==> src/led_post_defines.svh <==
// constants for the indicator lamp and configuration switch block
// assumes a 100 MHz aclk and a 32-bit AXI4-Lite register bus
`ifndef LED_POST_DEFINES_SVH
`define LED_POST_DEFINES_SVH

// register byte offsets
`define REG_STATUS       12'h000
`define REG_LAMP_CTRL    12'h004
`define REG_GP_OUT       12'h008
`define REG_PORT80       12'h00C
`define REG_POST_CODE    12'h010
`define REG_FAULTS       12'h014

// status fields
`define ST_SW_LSB        0
`define ST_BOOT_DONE     4
`define ST_PHASE_LSB     5

// lamp control fields
`define CTRL_MODE_LSB    0
`define CTRL_BOOT_DONE   4

// fault bits in the fault register, one per red lamp
`define FLT_FW_BOOT      0
`define FLT_HW_RESET     1
`define FLT_CPU_CAT      2
`define FLT_POWER        3

// reset values
`define LAMP_CTRL_RESET  4'h0
`define GP_OUT_RESET     4'h0

// multiplex hold time per display state
`define PHASE_HOLD_MS    500
`define CLK_MHZ          100
`define PHASE_HOLD_CYC   (`PHASE_HOLD_MS * 1000 * `CLK_MHZ)

// axi responses
`define RESP_OKAY        2'b00
`define RESP_SLVERR      2'b10

`endif

==> src/led_post_pkg.sv <==
// types for the indicator lamp and configuration switch block
// assumes led_post_defines.svh supplies the numeric constants
package led_post_pkg;

    // multiplex display states: dark marker, upper nibble, lower nibble
    typedef enum logic [1:0] {
        PH_DARK,
        PH_HIGH,
        PH_LOW
    } mux_phase_t;

endpackage

==> src/nibble_mux.sv <==
// nibble multiplexer: cycles dark, upper, lower and holds each state
// assumes a single aclk with synchronous active-low reset
`timescale 1ns/1ns
`include "led_post_defines.svh"

module nibble_mux
    import led_post_pkg::*;
#(
    parameter int HOLD_CYCLES = `PHASE_HOLD_CYC
)
(
    input  wire logic             aclk,
    input  wire logic             aresetn,
    input  wire logic             run,
    input  wire logic [7:0]       code,
    output led_post_pkg::mux_phase_t phase,
    output logic      [3:0]       lamps
);
    import led_post_pkg::*;

    logic [31:0] hold_cnt;
    logic [31:0] next_hold_cnt;
    mux_phase_t  next_phase;
    logic [3:0]  next_lamps;

    // advance the phase after each hold period
    always_comb
    begin
        next_hold_cnt = hold_cnt;
        next_phase    = phase;
        if (!run)
        begin
            next_hold_cnt = 32'h0000_0000;
            next_phase    = PH_DARK;
        end
        else if (hold_cnt >= 32'(HOLD_CYCLES - 1))
        begin
            next_hold_cnt = 32'h0000_0000;
            case (phase)
                PH_DARK: next_phase = PH_HIGH;
                PH_HIGH: next_phase = PH_LOW;
                default: next_phase = PH_DARK;
            endcase
        end
        else
        begin
            next_hold_cnt = hold_cnt + 32'h0000_0001;
        end
    end

    // lamp n carries bit n+4 in the upper phase, bit n in the lower
    always_comb
    begin
        case (next_phase)
            PH_HIGH: next_lamps = code[7:4];
            PH_LOW:  next_lamps = code[3:0];
            default: next_lamps = 4'h0;
        endcase
        if (!run)
        begin
            next_lamps = 4'h0;
        end
    end

    // state registers
    always_ff @(posedge aclk)
    begin
        if (!aresetn)
        begin
            hold_cnt <= 32'h0000_0000;
            phase    <= PH_DARK;
            lamps    <= 4'h0;
        end
        else
        begin
            hold_cnt <= next_hold_cnt;
            phase    <= next_phase;
            lamps    <= next_lamps;
        end
    end

endmodule

==> src/post_code_led_indicator.sv <==
// indicator lamp and configuration switch block with AXI4-Lite registers
// assumes switch and fault inputs synchronous to aclk; switch level 0 = on
//
// Chosen here: the register offsets and register access over AXI4-Lite.
`timescale 1ns/1ns
`include "led_post_defines.svh"

module post_code_led_indicator
    import led_post_pkg::*;
#(
    parameter int HOLD_CYCLES = `PHASE_HOLD_CYC
)
(
    input  wire logic        aclk,
    input  wire logic        aresetn,
    // axi4-lite slave
    input  wire logic [11:0] s_axi_awaddr,
    input  wire logic        s_axi_awvalid,
    output logic             s_axi_awready,
    input  wire logic [31:0] s_axi_wdata,
    input  wire logic [3:0]  s_axi_wstrb,
    input  wire logic        s_axi_wvalid,
    output logic             s_axi_wready,
    output logic [1:0]       s_axi_bresp,
    output logic             s_axi_bvalid,
    input  wire logic        s_axi_bready,
    input  wire logic [11:0] s_axi_araddr,
    input  wire logic        s_axi_arvalid,
    output logic             s_axi_arready,
    output logic [31:0]      s_axi_rdata,
    output logic [1:0]       s_axi_rresp,
    output logic             s_axi_rvalid,
    input  wire logic        s_axi_rready,
    // board side
    input  wire logic [3:0]  config_switch_bank,
    input  wire logic        fault_power,
    input  wire logic        fault_cpu_catastrophic,
    input  wire logic        fault_hw_reset,
    input  wire logic        fault_fw_boot,
    input  wire logic        reset_event,
    output logic [3:0]       lamp_red,
    output logic [3:0]       lamp_green,
    output logic             recovery_flash_select,
    output logic             chipset_power_good,
    output logic             settings_clear
);
    import led_post_pkg::*;

    logic       progress_display_switch;
    logic       flash_select_switch;
    logic       reset_cycle_switch;
    logic       settings_clear_switch;
    logic [3:0] sw_q;
    logic [3:0] faults;
    logic [3:0] lamp_mode;
    logic [3:0] gp_out;
    logic [7:0] port80;
    logic [7:0] post_code;
    logic       boot_done;
    logic [7:0] mux_code;
    logic       mux_run;
    mux_phase_t phase;
    logic [3:0] mux_lamps;

    // switch levels: 0 means the switch is on
    assign progress_display_switch = sw_q[0];
    assign flash_select_switch     = sw_q[1];
    assign reset_cycle_switch      = sw_q[2];
    assign settings_clear_switch   = sw_q[3];

    // axi write channel state
    logic        aw_held;
    logic        w_held;
    logic [11:0] aw_addr;
    logic [31:0] w_data;
    logic [3:0]  w_strb;
    logic        next_aw_held;
    logic        next_w_held;
    logic [11:0] next_aw_addr;
    logic [31:0] next_w_data;
    logic [3:0]  next_w_strb;
    logic        next_bvalid;
    logic [1:0]  next_bresp;
    logic [3:0]  next_lamp_mode;
    logic [3:0]  next_gp_out;
    logic [7:0]  next_port80;
    logic [7:0]  next_post_code;
    logic        next_boot_done;
    logic        do_write;

    assign s_axi_awready = !aw_held && !s_axi_bvalid;
    assign s_axi_wready  = !w_held && !s_axi_bvalid;

    // capture address and data in either order, commit when both held
    always_comb
    begin
        next_aw_held   = aw_held;
        next_w_held    = w_held;
        next_aw_addr   = aw_addr;
        next_w_data    = w_data;
        next_w_strb    = w_strb;
        next_bvalid    = s_axi_bvalid;
        next_bresp     = s_axi_bresp;
        next_lamp_mode = lamp_mode;
        next_gp_out    = gp_out;
        next_port80    = port80;
        next_post_code = post_code;
        next_boot_done = boot_done;
        do_write       = 1'b0;
        if (s_axi_awvalid && s_axi_awready)
        begin
            next_aw_held = 1'b1;
            next_aw_addr = s_axi_awaddr;
        end
        if (s_axi_wvalid && s_axi_wready)
        begin
            next_w_held = 1'b1;
            next_w_data = s_axi_wdata;
            next_w_strb = s_axi_wstrb;
        end
        if (next_aw_held && next_w_held)
        begin
            do_write     = 1'b1;
            next_aw_held = 1'b0;
            next_w_held  = 1'b0;
            next_bvalid  = 1'b1;
            next_bresp   = `RESP_OKAY;
            if (next_aw_addr == `REG_LAMP_CTRL)
            begin
                if (next_w_strb[0])
                begin
                    next_lamp_mode = next_w_data[`CTRL_MODE_LSB +: 4];
                    next_boot_done = next_w_data[`CTRL_BOOT_DONE];
                end
            end
            else if (next_aw_addr == `REG_GP_OUT)
            begin
                if (next_w_strb[0])
                    next_gp_out = next_w_data[3:0];
            end
            else if (next_aw_addr == `REG_PORT80)
            begin
                if (next_w_strb[0])
                    next_port80 = next_w_data[7:0];
            end
            else if (next_aw_addr == `REG_POST_CODE)
            begin
                if (next_w_strb[0])
                    next_post_code = next_w_data[7:0];
            end
            else if (next_aw_addr == `REG_STATUS || next_aw_addr == `REG_FAULTS)
            begin
                next_bresp = `RESP_OKAY; // read-only, write ignored
            end
            else
            begin
                next_bresp = `RESP_SLVERR;
            end
        end
        else if (s_axi_bvalid && s_axi_bready)
        begin
            next_bvalid = 1'b0;
        end
    end

    // read channel
    logic        next_rvalid;
    logic [31:0] next_rdata;
    logic [1:0]  next_rresp;

    assign s_axi_arready = !s_axi_rvalid;

    // address decode for reads
    always_comb
    begin
        next_rvalid = s_axi_rvalid;
        next_rdata  = s_axi_rdata;
        next_rresp  = s_axi_rresp;
        if (s_axi_arvalid && s_axi_arready)
        begin
            next_rvalid = 1'b1;
            next_rresp  = `RESP_OKAY;
            next_rdata  = 32'h0000_0000;
            if (s_axi_araddr == `REG_STATUS)
            begin
                next_rdata[`ST_SW_LSB +: 4]    = sw_q;
                next_rdata[`ST_BOOT_DONE]      = boot_done;
                next_rdata[`ST_PHASE_LSB +: 2] = phase;
            end
            else if (s_axi_araddr == `REG_LAMP_CTRL)
            begin
                next_rdata[`CTRL_MODE_LSB +: 4] = lamp_mode;
                next_rdata[`CTRL_BOOT_DONE]     = boot_done;
            end
            else if (s_axi_araddr == `REG_GP_OUT)
                next_rdata[3:0] = gp_out;
            else if (s_axi_araddr == `REG_PORT80)
                next_rdata[7:0] = port80;
            else if (s_axi_araddr == `REG_POST_CODE)
                next_rdata[7:0] = post_code;
            else if (s_axi_araddr == `REG_FAULTS)
                next_rdata[3:0] = faults;
            else
                next_rresp = `RESP_SLVERR;
        end
        else if (s_axi_rvalid && s_axi_rready)
        begin
            next_rvalid = 1'b0;
        end
    end

    // progress code multiplexer, also used for port-80 after boot
    always_comb
    begin
        if (!boot_done)
        begin
            mux_code = post_code;
            mux_run  = progress_display_switch;
        end
        else
        begin
            mux_code = port80;
            mux_run  = |lamp_mode;
        end
    end

    nibble_mux #(
        .HOLD_CYCLES (HOLD_CYCLES)
    ) u_mux (
        .aclk    (aclk),
        .aresetn (aresetn),
        .run     (mux_run),
        .code    (mux_code),
        .phase   (phase),
        .lamps   (mux_lamps)
    );

    // lamp drive and board control outputs
    logic [3:0] next_lamp_red;
    logic [3:0] next_lamp_green;
    logic       next_power_good;

    always_comb
    begin
        next_lamp_red   = 4'h0;
        next_lamp_green = 4'h0;
        if (!boot_done)
        begin
            next_lamp_red   = faults;
            next_lamp_green = mux_lamps;
        end
        else
        begin
            for (int i = 0; i < 4; i++)
            begin
                next_lamp_green[i] = lamp_mode[i] ? mux_lamps[i] : gp_out[i];
            end
        end
        // power cycle drops power-good for a reset event when switch 2 on
        next_power_good = !(reset_event && !reset_cycle_switch);
    end

    // registers
    always_ff @(posedge aclk)
    begin
        if (!aresetn)
        begin
            sw_q                  <= 4'hF;
            faults                <= 4'h0;
            aw_held               <= 1'b0;
            w_held                <= 1'b0;
            aw_addr               <= 12'h000;
            w_data                <= 32'h0000_0000;
            w_strb                <= 4'h0;
            s_axi_bvalid          <= 1'b0;
            s_axi_bresp           <= `RESP_OKAY;
            s_axi_rvalid          <= 1'b0;
            s_axi_rdata           <= 32'h0000_0000;
            s_axi_rresp           <= `RESP_OKAY;
            lamp_mode             <= `LAMP_CTRL_RESET;
            gp_out                <= `GP_OUT_RESET;
            port80                <= 8'h00;
            post_code             <= 8'h00;
            boot_done             <= 1'b0;
            lamp_red              <= 4'h0;
            lamp_green            <= 4'h0;
            recovery_flash_select <= 1'b0;
            chipset_power_good    <= 1'b1;
            settings_clear        <= 1'b0;
        end
        else
        begin
            sw_q                  <= config_switch_bank;
            faults                <= {fault_power, fault_cpu_catastrophic,
                                      fault_hw_reset, fault_fw_boot};
            aw_held               <= next_aw_held;
            w_held                <= next_w_held;
            aw_addr               <= next_aw_addr;
            w_data                <= next_w_data;
            w_strb                <= next_w_strb;
            s_axi_bvalid          <= next_bvalid;
            s_axi_bresp           <= next_bresp;
            s_axi_rvalid          <= next_rvalid;
            s_axi_rdata           <= next_rdata;
            s_axi_rresp           <= next_rresp;
            lamp_mode             <= next_lamp_mode;
            gp_out                <= next_gp_out;
            port80                <= next_port80;
            post_code             <= next_post_code;
            boot_done             <= next_boot_done;
            lamp_red              <= next_lamp_red;
            lamp_green            <= next_lamp_green;
            recovery_flash_select <= !flash_select_switch;
            chipset_power_good    <= next_power_good;
            settings_clear        <= !settings_clear_switch;
        end
    end

endmodule

==> config.mk <==
export PLATFORM = sky130hd
export DESIGN_NAME = post_code_led_indicator
export DESIGN_NICKNAME = d
export VERILOG_FILES = /design/src/led_post_pkg.sv /design/src/nibble_mux.sv /design/src/post_code_led_indicator.sv
export VERILOG_INCLUDE_DIRS = /design/src
export SDC_FILE = /design/constraint.sdc
export NUM_CORES = 1
export LEC_CHECK = 0
export BUFFER_PORTS_ARGS = -buffer_cell sky130_fd_sc_hd__clkbuf_2
export CAP_MARGIN = 20
export CORE_MARGIN = 1
export CORE_UTILIZATION = 47
export DETAILED_ROUTE_END_ITERATION = 16
export MAX_ROUTING_LAYER = met4
export PLACE_DENSITY = 0.74
export SYNTH_ARGS = -nofsm -noshare
export SYNTH_HDL_FRONTEND = slang
export SYNTH_HIERARCHICAL = 1
export SYNTH_SLANG_ARGS = --single-unit
==> constraint.sdc <==
create_clock -name aclk -period 2.4 [get_ports aclk]
set_input_delay 0.36 -clock aclk [delete_from_list [all_inputs] [get_ports aclk]]
set_output_delay 0.36 -clock aclk [all_outputs]
set_load 0.01 [all_outputs]
; ---- Word-level counts from Yosys, hierarchy flattened
; Cells that the tools add are included.
[op_classes]
add_sub_neg = 1
mul = 0
n_div = 0
magnitude_cmp = 1
eq_ne = 13
shifts = 0
mux = 41
n_bitwise = 5
n_reduce_logical = 32
[ops]
columns = cell, n
row1 = 12-bit by 4-bit equality test with 1-bit output (second input constant), 4
row2 = 12-bit by 5-bit equality test with 1-bit output (second input constant), 4
row3 = 32-bit by 1-bit adder with 32-bit output (second input constant), 1
row4 = 32-bit by 26-bit >= comparator with 1-bit output (second input constant), 1
row5 = 2-bit 2-to-1 mux, 13
row6 = 12-bit by 3-bit equality test with 1-bit output (second input constant), 2
row7 = 12-bit zero test, 2
row8 = 4-bit 2-to-1 mux, 6
row9 = 8-bit 2-to-1 mux, 3
row10 = 1-bit 2-to-1 mux, 13
row11 = 12-bit 2-to-1 mux, 1
row12 = 1-bit logical AND, 9
row13 = 1-bit zero test, 8
row14 = 4-bit one-hot mux with 2 select lines, 1
row15 = 7-bit 2-to-1 mux, 1
row16 = 6-bit AND reduction, 1
row17 = 5-bit 2-to-1 mux, 1
row18 = 1-bit NOT, 5
row19 = 5-bit AND reduction, 1
row20 = 2-bit by 1-bit equality test with 1-bit output (second input constant), 2
row21 = 2-bit one-hot mux with 2 select lines, 1
row22 = 4-bit AND reduction, 1
row23 = 2-bit nonzero test, 2
row24 = 2-bit OR reduction, 2
row25 = 8 further kinds, 8
[word_totals]
register_bits = 119
latch_bits = 0
ram_bits = 0
mem_bits_ro = 0
out_inout_bits = 52
memories = 0

; ---- Longest topological paths before layout
; Gate-level depths: netlist of the first run.
[logic_depth]
depth_word = 11
ltp_mapped = 9
ltp_nobuf = 8

; ---- Hierarchy
; The synthesis of the first run kept the hierarchy.
[by_module_without_submodules]
columns = mod, n_inst, cells_each, area_per_inst_um2, seq_area_each_um2
row1 = post_code_led_indicator, 1, 379, 3567.2, 1581.5
row2 = nibble_mux, 1, 182, 1721.7, 760.7

; ---- Least setup slack after synthesis of the first run
; OpenSTA, ideal clock, no wires.
[synth_path]
path_kind = register to register
from = register u_mux.hold_cnt[0]
to = register u_mux.lamps[0]
setup_time_ps = 78
arrival_ps = 2260
required_time_ps = 2322
setup_slack_ps = 62
stages_incl_launch_ff = 9
path_buffers = 1
synth_period_minus_slack_ps = 2338
cell_sequence = dfxtp_1 > ha_1 > and3_1 > clkbuf_1 > a211o_1 > a31oi_4 > mux2_2 > ha_1 > nor3_1
[synth_via]
elab_chain_cells = 5
word_cells_on_any_way = 6
cone_classes = 1 x order compare / 2 x eq/ne / 3 x mux
[synth_lines]
columns = element, line_no
row1 = from (decl), nibble_mux.sv:21  ; logic [31:0] hold_cnt;
row2 = from (signal assigned), nibble_mux.sv:76  ; hold_cnt <= next_hold_cnt;
row3 = 32-bit by 26-bit >= comparator with 1-bit output (*), nibble_mux.sv:36  ; else if (hold_cnt >= 32'(HOLD_CYCLES - 1))
row4 = 2-bit 2-to-1 mux (*), nibble_mux.sv:36
row5 = 2-bit 2-to-1 mux (*), nibble_mux.sv:31  ; if (!run)
row6 = 2-bit equality test or 2-bit by 1-bit equality test with 1-bit output (tied branches), nibble_mux.sv:54  ; case (next_phase)
row7 = 4-bit one-hot mux with 2 select lines (*), nibble_mux.sv:54
row8 = to (signal assigned), nibble_mux.sv:78  ; lamps <= next_lamps;
row9 = to (decl), nibble_mux.sv:17  ; output logic [3:0] lamps
; Every way passes the cells marked *; elsewhere a longest branch is shown, timed or not.
; A chain may end at the register's enable or synchronous reset.

; ---- Worst setup path after layout of the first run
[layout_path]
from = register u_mux.hold_cnt[11]
to = register u_mux.lamps[2]
[layout_via]
elab_chain_cells = 5
word_cells_on_any_way = 6
cone_classes = 1 x order compare / 2 x eq/ne / 3 x mux
[layout_lines]
columns = element, line_no
row1 = 32-bit by 26-bit >= comparator with 1-bit output (*), nibble_mux.sv:36
row2 = 2-bit 2-to-1 mux (*), nibble_mux.sv:36
row3 = 2-bit 2-to-1 mux (*), nibble_mux.sv:31
row4 = net u_mux.next_phase[0], nibble_mux.sv:23  ; mux_phase_t next_phase;
row5 = 2-bit equality test or 2-bit by 1-bit equality test with 1-bit output (tied branches), nibble_mux.sv:54
row6 = 4-bit one-hot mux with 2 select lines (*), nibble_mux.sv:54
; The timed path passes the listed nets; every way through them passes the cells marked *.

==> flow_metrics.env, run 1 <==
export IMPL_status="finished, final reports clean"
export IMPL_grt_pass1_wl_mm=17.7
export IMPL_startpoint_type="flop"
export IMPL_rsz0062_at_grt="true"
export IMPL_power_frac_seq_pct=39.2
export IMPL_gp_congestion=0.859
export IMPL_drive_above_1_share_pct=26.3
export IMPL_power_share_switching_pct=21.7
export IMPL_grt_max_degree=78
export IMPL_dp_cells=775
export IMPL_max_cap_violations=0
export IMPL_yosys_register_bits=117
export IMPL_ir_drop_mv=0.495
export IMPL_p_clk_share_pct=53.1
export IMPL_drt_iter0_drc=166
export IMPL_dr_pass1_iters=4
export IMPL_h_tree_depth=4
export IMPL_p_leak_nw=2.64
export IMPL_cts_root_buffer="clkbuf_8"
export IMPL_yosysSeqAreaShare_pct=44.3
export IMPL_tightest_slew_ns=0.645
export IMPL_netlist_instances=561
export IMPL_ant_nets=0
export IMPL_overflow=0
export IMPL_syn_area_per_cell_um2=9.43
export IMPL_stdcell_count=809
export IMPL_power_per_cell_area_nw_per_um2=796
export IMPL_synthFlopType="dfxtp_1"
export IMPL_diodes=0
export IMPL_clock_sinks=117
export IMPL_post_synth_top_area_fraction_pct=44.3
export IMPL_period_share_pct=98.4
export IMPL_dpl_hpwl_mm=7.99
export IMPL_tns_ns=0
export IMPL_die_area_um2=11700
export IMPL_p_sw_mw=1.13
export IMPL_period_needed_ns=2.36
export IMPL_fill_cells=899
export IMPL_yosys_warnings=6
export IMPL_synth_area_leaders="dfxtp_1 (44%), mux2i_1 (7.6%), nand2_1 (5.5%), mux2_2 (4.5%), buf_4 (3.7%)"
export IMPL_cp_end_kind="flop"
export IMPL_grt_total_usage_pct=20.3
export IMPL_netlist_area_um2=5290
export IMPL_vias_per_cell=5.26
export IMPL_die_x_um=108
export IMPL_worstHoldPathType="in2reg"
export IMPL_relSlewSlack_pct=56.9
export IMPL_core_rowCount=38
export IMPL_insertion_delay_ns=0.53
export IMPL_fmax_mhz=423
export IMPL_place_ws_ns=0.0590
export IMPL_yosys_top_cells_count="dfxtp_1 (117), nand2_1 (77), mux2i_1 (40)"
export IMPL_routed_wl_mm=11.2
export IMPL_critPathMaxFanout=4
export IMPL_hold_viol=0
export IMPL_p_int_mw=4.07
export IMPL_synthArstFlopShare_pct=0
export IMPL_nets=735
export IMPL_grt_pass1_vias=3832
export IMPL_synth_most_common_cell="dfxtp_1"
export IMPL_postLayoutSetupSlackWorst_ns=0.0375
export IMPL_clock_skew_final_ns=0.00835
export IMPL_p_comb_share_pct=7.7
export IMPL_path_clk_slew_ns=0.06
export IMPL_slew_viol_final=0
export IMPL_worstPathRequired_ns=2.84
export IMPL_cts_buffers_inserted=17
export IMPL_die_h_um=108
export IMPL_critPathArrivalTime_ns=2.80
export IMPL_wl_per_cell_um=13.8
export IMPL_yosysUniqueCellTypes=63
export IMPL_postLayoutCoreUtil_pct=60.0
export IMPL_cts_tree="built"
export IMPL_initial_core_util_pct=48.6
export IMPL_io_pin_count=128
export IMPL_synth_edff_count=0
export IMPL_syn2layout_area_growth_pct=23.6
export IMPL_power_total_mw=5.20
export IMPL_yosys_area_top_type="dfxtp_1"
export IMPL_cts_max_path_buffers=2
export IMPL_setup_viol_count_final=0
export IMPL_criticalPathCategory="reg2reg"
export IMPL_core_um2=10900
export IMPL_vias=4254
export IMPL_drc=0
export IMPL_io_buffers=74
export IMPL_antenna_found_initial=0
==> flip-flops by register name, indices dropped and copies added, names as in the netlist, 2 cells and up <==
register        flops
aw_addr            12
faults              4
gp_out              4
lamp_green          4
lamp_mode           4
lamp_red            4
port80              8
post_code           8
s_axi_rdata         8
sw_q                4
u_mux/hold_cnt     32
u_mux/lamps         4
u_mux/phase         2
w_data              8
==> layout by cell type (no fill, tap or decap), types with 3 or more instances in the layout <==
master      count
or3_1           7
bufinv_16       6
a221oi_1        3
a21oi_1        12
clkinvlp_4      3
clkbuf_2       74
or4_1          10
nand4_1         7
clkbuf_16      16
nor2_1         30
a21oi_2        10
nor3b_1         3
nor3_1          3
nor3_2          4
a21boi_0       10
nand2b_1       13
buf_12          3
conb_1         32
nor4_1          5
nand3_1        14
nand2_1        77
a22oi_1         4
xnor2_1         5
inv_1          11
mux2_2         21
a211oi_1        4
dfxtp_1       117
and2_1         14
and3_1          8
o31ai_1         9
mux2i_1        39
nor2b_1        12
buf_4          16
o21ai_0        14
xor2_1          6
==> through the flow <==
| step | instance area, µm² | hold slack, ns |
|---|---|---|
| 2_1_floorplan | 5400 | 0.392 |
| 3_3_place_gp | 5820 | 0.421 |
| 3_5_place_dp | 5820 | 0.413 |
| 4_1_cts | 6480 | 0.00127 |
| 5_1_grt | 6540 | 0.00981 |
| 6_report | 6540 | 0.0161 |
==> critical path, stage by stage (launching register included) <==
cell,delay (ns)
dfxtp_1,0.32
or4_1,0.53
a211o_1,0.29
a31oi_4,0.24
buf_4,0.17
mux2i_1,0.20
ha_2,0.25
a22oi_1,0.10
nor3_1,0.18
==> metal layers <==
metal | up-vias | share of wire (%) | wire length [µm] | GRT usage (%)
met5 | - | 0 | 0 | -
met3 | 19 | 3.6 | 398 | 5.67
li1 | 2103 | - | - | -
met2 | 88 | 52 | 5860 | 34.8
met1 | 2044 | 42 | 4710 | 21.9
met4 | 0 | 2.0 | 223 | 8.51
==> power by group through the flow <==
stage          sequential (mW)  combinational, mW  clock (mW)
2_1_floorplan             2.08              0.285           0
3_3_place_gp              2.08              0.368           0
3_5_place_dp              2.08              0.380           0
4_1_cts                   2.04              0.384        2.80
5_1_grt                   2.05              0.439        2.90
6_report                  2.04              0.400        2.76
==> cell families after synthesis <==
family	synth area share [%]
AOI/OAI and AO/OA	11.5
xor gates and xnor gates	1.82
adders and majority gates	0.710
buffers and inverters	6.48
DFF	44.3
muxes	12.0
other	0.142
and+or+nand+nor	23.1
==> final timing paths <==
check                                           start               endpoint  slack (ns)  cells after the start
worst max-delay path               u_mux/hold_cnt[11]         u_mux/lamps[2]        0.04                      8
worst min-delay path            config_switch_bank[0]                sw_q[0]        0.02                      2
worst max register to register     u_mux/hold_cnt[11]         u_mux/lamps[2]        0.04                      8
worst min register to register                sw_q[1]  recovery_flash_select        0.43                      1
==> what timing repair did <==
item / in CTS / in global routing
endpoints found under the hold margin: 1 / 0
setup endpoints to repair: 0 / 5
setup buffers: 0 / 1
hold buffers: 1 / 0
gates resized for setup: 0 / 9
==> area by class of cell <==
type	instances	area (µm²)	area share, %
flip-flops and latches	117	2340	35.8
clock inverters	13	230	3.52
multi-input cells	415	2770	42.3
repair buffers	94	561	8.57
well taps	140	175	2.68
inverters	11	41.3	0.632
clock buffers	19	422	6.45
Note: power is estimated with default switching activity, not from simulation.
==> run 2: changes to the inputs <==
==> constraint.sdc (replaced) <==
create_clock -name aclk -period 2.4 [get_ports aclk]
set_input_delay 0.12 -clock aclk [delete_from_list [all_inputs] [get_ports aclk]]
set_output_delay 0.12 -clock aclk [all_outputs]
set_load 0.01 [all_outputs]
==> flow_metrics.env, run 2 (synthesis results as in run 1) <==
export IMPL_worstPathRequired_ns=2.83
export IMPL_io_pin_count=128
export IMPL_vias_per_cell=5.23
export IMPL_worstPathCellList="or4_4, a211o_1, a31oi_4, buf_6, mux2i_1, ha_2, a22oi_2, nor3_1"
export IMPL_drt_iter0_drc=197
export IMPL_routed_wl_mm=12.1
export IMPL_drive_above_1_share_pct=26.0
export IMPL_wl_per_cell_um=14.5
export IMPL_dr_pass1_iters=6
export IMPL_fmax_mhz=401
export IMPL_power_per_cell_area_nw_per_um2=759
export IMPL_io_buffers=74
export IMPL_gp_congestion=0.851
export IMPL_postLayoutCoreUtil_pct=62.1
export IMPL_grt_pass1_wl_mm=19.2
export IMPL_path_clk_slew_ns=0.06
export IMPL_cp_slowest_cell="or4_4"
export IMPL_cts_root_buffer="clkbuf_8"
export IMPL_multi_input_area_um2=2780
export IMPL_startpoint_type="flop"
export IMPL_period_share_pct=104
export IMPL_cts_buffers_inserted=17
export IMPL_max_cap_violations=0
export IMPL_crit_path_max_incr_delay_ns=0.52
export IMPL_layout_commonest_cell="dfxtp_1"
export IMPL_core_rowCount=38
export IMPL_p_leak_nw=2.75
export IMPL_clock_skew_final_ns=0.00931
export IMPL_seq_area_um2=2340
export IMPL_violations="negative setup slack"
export IMPL_largest_register="u_mux/hold_cnt"
export IMPL_rsz0062_at_grt="true"
export IMPL_largest_register_ffs=32
export IMPL_diodes=0
export IMPL_hold_viol=0
export IMPL_die_area_um2=11700
export IMPL_nets=762
export IMPL_clock_sinks=117
export IMPL_whs_ns=0.0138
export IMPL_tightest_slew_ns=0.676
export IMPL_drc=0
export IMPL_die_h_um=108
export IMPL_cts_tree="built"
export IMPL_core_um2=10900
export IMPL_dpl_hpwl_mm=8.14
export IMPL_h_tree_depth=4
export IMPL_setup_viol_count_final=1
export IMPL_initial_core_util_pct=48.6
export IMPL_period_needed_ns=2.49
export IMPL_syn2layout_area_growth_pct=27.9
export IMPL_status="finished with violations"
export IMPL_ant_nets=0
export IMPL_fill_cells=862
export IMPL_reg_top3="u_mux/hold_cnt: 32 flops, aw_addr: 12 flops"
export IMPL_criticalPathCategory="reg2reg"
export IMPL_ir_drop_mv=0.539
export IMPL_tns_ns=-0.0948
export IMPL_postLayoutSetupSlackWorst_ns=-0.0948
export IMPL_grt_pass1_vias=4264
export IMPL_antenna_found_initial=0
export IMPL_grt_max_degree=78
export IMPL_critPathMaxFanout=4
export IMPL_die_x_um=108
export IMPL_grt_total_usage_pct=22.1
export IMPL_cts_max_path_buffers=2
export IMPL_slew_viol_final=0
export IMPL_worstHoldPathType="in2reg"
export IMPL_overflow=0
export IMPL_vias=4372
export IMPL_stdcell_count=836
export IMPL_layout_common_cells="dfxtp_1 (116), nand2_1 (77), clkbuf_2 (74), mux2i_1 (39), conb_1 (32)"
export IMPL_cp_end_kind="flop"
export IMPL_dp_cells=774
export IMPL_critPathArrivalTime_ns=2.92
export IMPL_relSlewSlack_pct=54.9
export IMPL_insertion_delay_ns=0.52
-- run 2: changes by cell type in the layout (fill, tap and decap cells not counted), moves of 2 or more --
cell	change
clkbuf_8	+3
bufinv_16	-2
buf_12	-3
dlygate4sd3_1	+25
clkinvlp_4	-2
buf_4	+4
mux2_4	+2
mux2_2	-2
-- run 2: final timing paths --
path	from	cells after the start	endpoint	slack [ns]
max reg2reg	u_mux/hold_cnt[11]	8	u_mux/lamps[3]	-0.09
max	u_mux/hold_cnt[11]	8	u_mux/lamps[3]	-0.09
min reg2reg	sw_q[1]	1	recovery_flash_select	0.44
min	s_axi_wstrb[0]	3	w_strb[0]	0.01
-- run 2: report_power, final --
| part | total, mW | switching (mW) | internal, mW |
|---|---|---|---|
| logic | 0.440 | 0.241 | 0.199 |
| registers | 2.04 | 0.0341 | 2.01 |
| clock network | 2.65 | 0.883 | 1.77 |
-- run 2: critical path, delay by kind of cell, from the launching register on --
| kind | cells | cell delay, ns |
|---|---|---|
| compound gates | 3 | 0.68 |
| buf+inv | 1 | 0.15 |
| simple gates | 2 | 0.77 |
| mux | 1 | 0.21 |
| fa+ha+maj | 1 | 0.27 |
| flops | 1 | 0.32 |
-- run 2: layout make-up --
class                   count  share of cell area [%]
inverters                  11                   0.610
clock buffers              21                    6.79
well taps                 140                    2.59
clock inverters            11                    2.55
repair buffers            121                    11.7
flip-flops and latches    117                    34.6
multi-input cells         415                    41.1
-- run 2: metal layers --
metal	vias to the layer above	global-route usage, %	part of all wire, %
met5	-	-	0
met4	0	11.0	2.7
met3	31	6.51	4.0
met2	99	39.8	53
met1	2075	21.5	40
li1	2167	-	-
-- run 2: what timing repair did --
action	in CTS	in global routing
hold buffers	26	0
setup endpoints to repair	0	4
resized for setup	0	14
setup buffers	0	4
endpoints found under the hold margin	28	0
-- run 2: through the flow --
step | power (mW) | worst slack, ns | instance area [µm²]
2_1_floorplan | 2.37 | 0.0618 | 5400
3_3_place_gp | 2.44 | 0.110 | 5770
3_5_place_dp | 2.46 | 0.0685 | 5770
4_1_cts | 5.16 | 0.0326 | 6670
5_1_grt | 5.31 | -0.147 | 6760
6_report | 5.14 | -0.0948 | 6760
==> run 3: changes to the inputs <==
--- a/config.mk
+++ b/config.mk
@@ -10,9 +10,11 @@
 export CAP_MARGIN = 20
 export CORE_MARGIN = 1
 export CORE_UTILIZATION = 47
+export CTS_BUF_LIST = sky130_fd_sc_hd__clkbuf_8
 export DETAILED_ROUTE_END_ITERATION = 16
 export MAX_ROUTING_LAYER = met4
 export PLACE_DENSITY = 0.74
+export SETUP_SLACK_MARGIN = 0.3
 export SYNTH_ARGS = -nofsm -noshare
 export SYNTH_HDL_FRONTEND = slang
 export SYNTH_HIERARCHICAL = 1
==> flow_metrics.env, run 3 (synthesis results as in run 1) <==
export IMPL_p_leak_nw=2.65
export IMPL_postLayoutCoreUtil_pct=60.3
export IMPL_critPathArrivalTime_ns=2.60
export IMPL_dpl_cell_area_um2=5810
export IMPL_path_clk_slew_ns=0.07
export IMPL_routed_wl_mm=11.7
export IMPL_layout_common_cells="dfxtp_1 (113), nand2_1 (77), clkbuf_2 (73), mux2i_1 (39), conb_1 (32)"
export IMPL_dpl_hpwl_mm=8.00
export IMPL_power_total_mw=4.18
export IMPL_die_area_um2=11700
export IMPL_cp_end_kind="flop"
export IMPL_die_x_um=108
export IMPL_ir_drop_mv=0.401
export IMPL_gp_congestion=0.799
export IMPL_core_um2=10900
export IMPL_crit_family="compound AO/OA/AOI/OAI gates"
export IMPL_cts_tree="built"
export IMPL_drive_above_1_share_pct=27.5
export IMPL_h_tree_depth=4
export IMPL_vias=4322
export IMPL_relSlewSlack_pct=54.3
export IMPL_power_per_cell_area_nw_per_um2=637
export IMPL_worstPathCellList="or4_1, a211o_1, a31oi_4, mux2_4, ha_4, a22oi_1, nor3_1"
export IMPL_power_frac_seq_pct=48.8
export IMPL_dr_pass1_iters=4
export IMPL_grt_pass1_vias=4218
export IMPL_p_clk_share_pct=40.2
export IMPL_wl_per_cell_um=14.0
export IMPL_grt_total_usage_pct=21.0
export IMPL_crit_path_max_incr_delay_ns=0.51
export IMPL_cts_buffers_inserted=17
export IMPL_reg2reg_depth=7
export IMPL_holdPathStages=3
export IMPL_fmax_mhz=437
export IMPL_max_cap_violations=0
export IMPL_io_buffers=74
export IMPL_reg_top3="u_mux/hold_cnt: 32 flops, aw_addr: 12 flops"
export IMPL_diodes=0
export IMPL_criticalPathCategory="reg2reg"
export IMPL_worstHoldPathType="in2reg"
export IMPL_p_int_mw=3.11
export IMPL_die_h_um=108
export IMPL_critPathMaxFanout=5
export IMPL_crit_cells=7
export IMPL_ant_nets=0
export IMPL_clock_skew_final_ns=0.0127
export IMPL_cp_slowest_cell="or4_1"
export IMPL_core_rowCount=38
export IMPL_period_needed_ns=2.29
export IMPL_setup_viol_count_final=0
export IMPL_io_pin_count=128
export IMPL_path_buf_inv=0
export IMPL_status="finished, final reports clean"
export IMPL_grt_max_degree=78
export IMPL_largest_register="u_mux/hold_cnt"
export IMPL_postLayoutSetupSlackWorst_ns=0.111
export IMPL_rsz0062_at_grt="true"
export IMPL_tightest_slew_ns=0.685
export IMPL_layout_commonest_cell="dfxtp_1"
export IMPL_cts_max_path_buffers=2
export IMPL_cts_root_buffer="clkbuf_8"
export IMPL_startpoint_type="flop"
export IMPL_place_ws_ns=0.0753
export IMPL_p_sw_mw=1.07
export IMPL_initial_core_util_pct=48.6
export IMPL_clock_sinks=117
export IMPL_insertion_delay_ns=0.43
export IMPL_hold_viol=0
export IMPL_final_area_um2=6560
export IMPL_stdcell_count=835
export IMPL_period_share_pct=95.4
export IMPL_dp_cells=772
export IMPL_drc=0
export IMPL_power_share_switching_pct=25.6
export IMPL_tns_ns=0
export IMPL_antenna_found_initial=0
export IMPL_syn2layout_area_growth_pct=24.0
export IMPL_largest_register_ffs=32
export IMPL_worstPathRequired_ns=2.71
export IMPL_slew_viol_final=0
export IMPL_p_comb_share_pct=11.0
export IMPL_nets=761
export IMPL_grt_pass1_wl_mm=18.6
export IMPL_vias_per_cell=5.18
export IMPL_overflow=0
export IMPL_drt_iter0_drc=174
export IMPL_whs_ns=0.0318
==> run 3: changes by cell type in the layout (fill, tap and decap cells not counted), moves of 3 or more <==
| cell | delta |
|---|---|
| bufinv_16 | -3 |
| clkbuf_16 | -16 |
| clkbuf_8 | +16 |
| dfxtp_1 | -3 |
| dfxtp_2 | +3 |
| dlygate4sd3_1 | -6 |
==> run 3: path summary, 6_finish.rpt <==
| check | to | slack, ns | startpoint |
|---|---|---|---|
| worst min register to register | settings_clear | 0.43 | sw_q[3] |
| worst min-delay path | aw_addr[2] | 0.03 | s_axi_awaddr[2] |
| worst max register to register | u_mux/lamps[0] | 0.11 | u_mux/hold_cnt[9] |
| worst max-delay path | u_mux/lamps[0] | 0.11 | u_mux/hold_cnt[9] |
==> run 3: tightest hold or removal path, stage by stage <==
cell      delay (ns)
clkbuf_2        0.11
mux2i_1         0.08
nor2b_1         0.11
==> run 3: layer usage <==
layer	track usage [%]	part of all wire (%)	vias to the layer above
met5	-	0	-
met4	8.02	1.6	0
met3	5.61	3.6	18
met2	37.5	52	92
met1	21.9	43	2051
li1	-	-	2161
==> run 3: layout make-up <==
class                   instances  area, µm²
fillers                       935       4330
multi-input cells             415       2830
flip-flops and latches        117       2350
repair buffers                120        782
clock buffers                  20        275
well taps                     140        175
clock inverters                12        106
inverters                      11       41.3
==> run 3: power by group through the flow <==
stage	Combinational, mW	Sequential (mW)	Clock [mW]
2_1_floorplan	0.296	2.08	0
3_3_place_gp	0.378	2.08	0
3_5_place_dp	0.392	2.08	0
4_1_cts	0.429	2.04	1.72
5_1_grt	0.504	2.04	1.80
6_report	0.459	2.04	1.68
==> run 3: timing repair <==
item | CTS | global route
endpoints found under the setup margin | 26 | 52
hold buffers | 21 | 0
gates resized for setup | 8 | 13
hold endpoints to repair | 20 | 0
setup buffers | 2 | 8
cloned | 0 | 0
pin swaps | 2 | 4
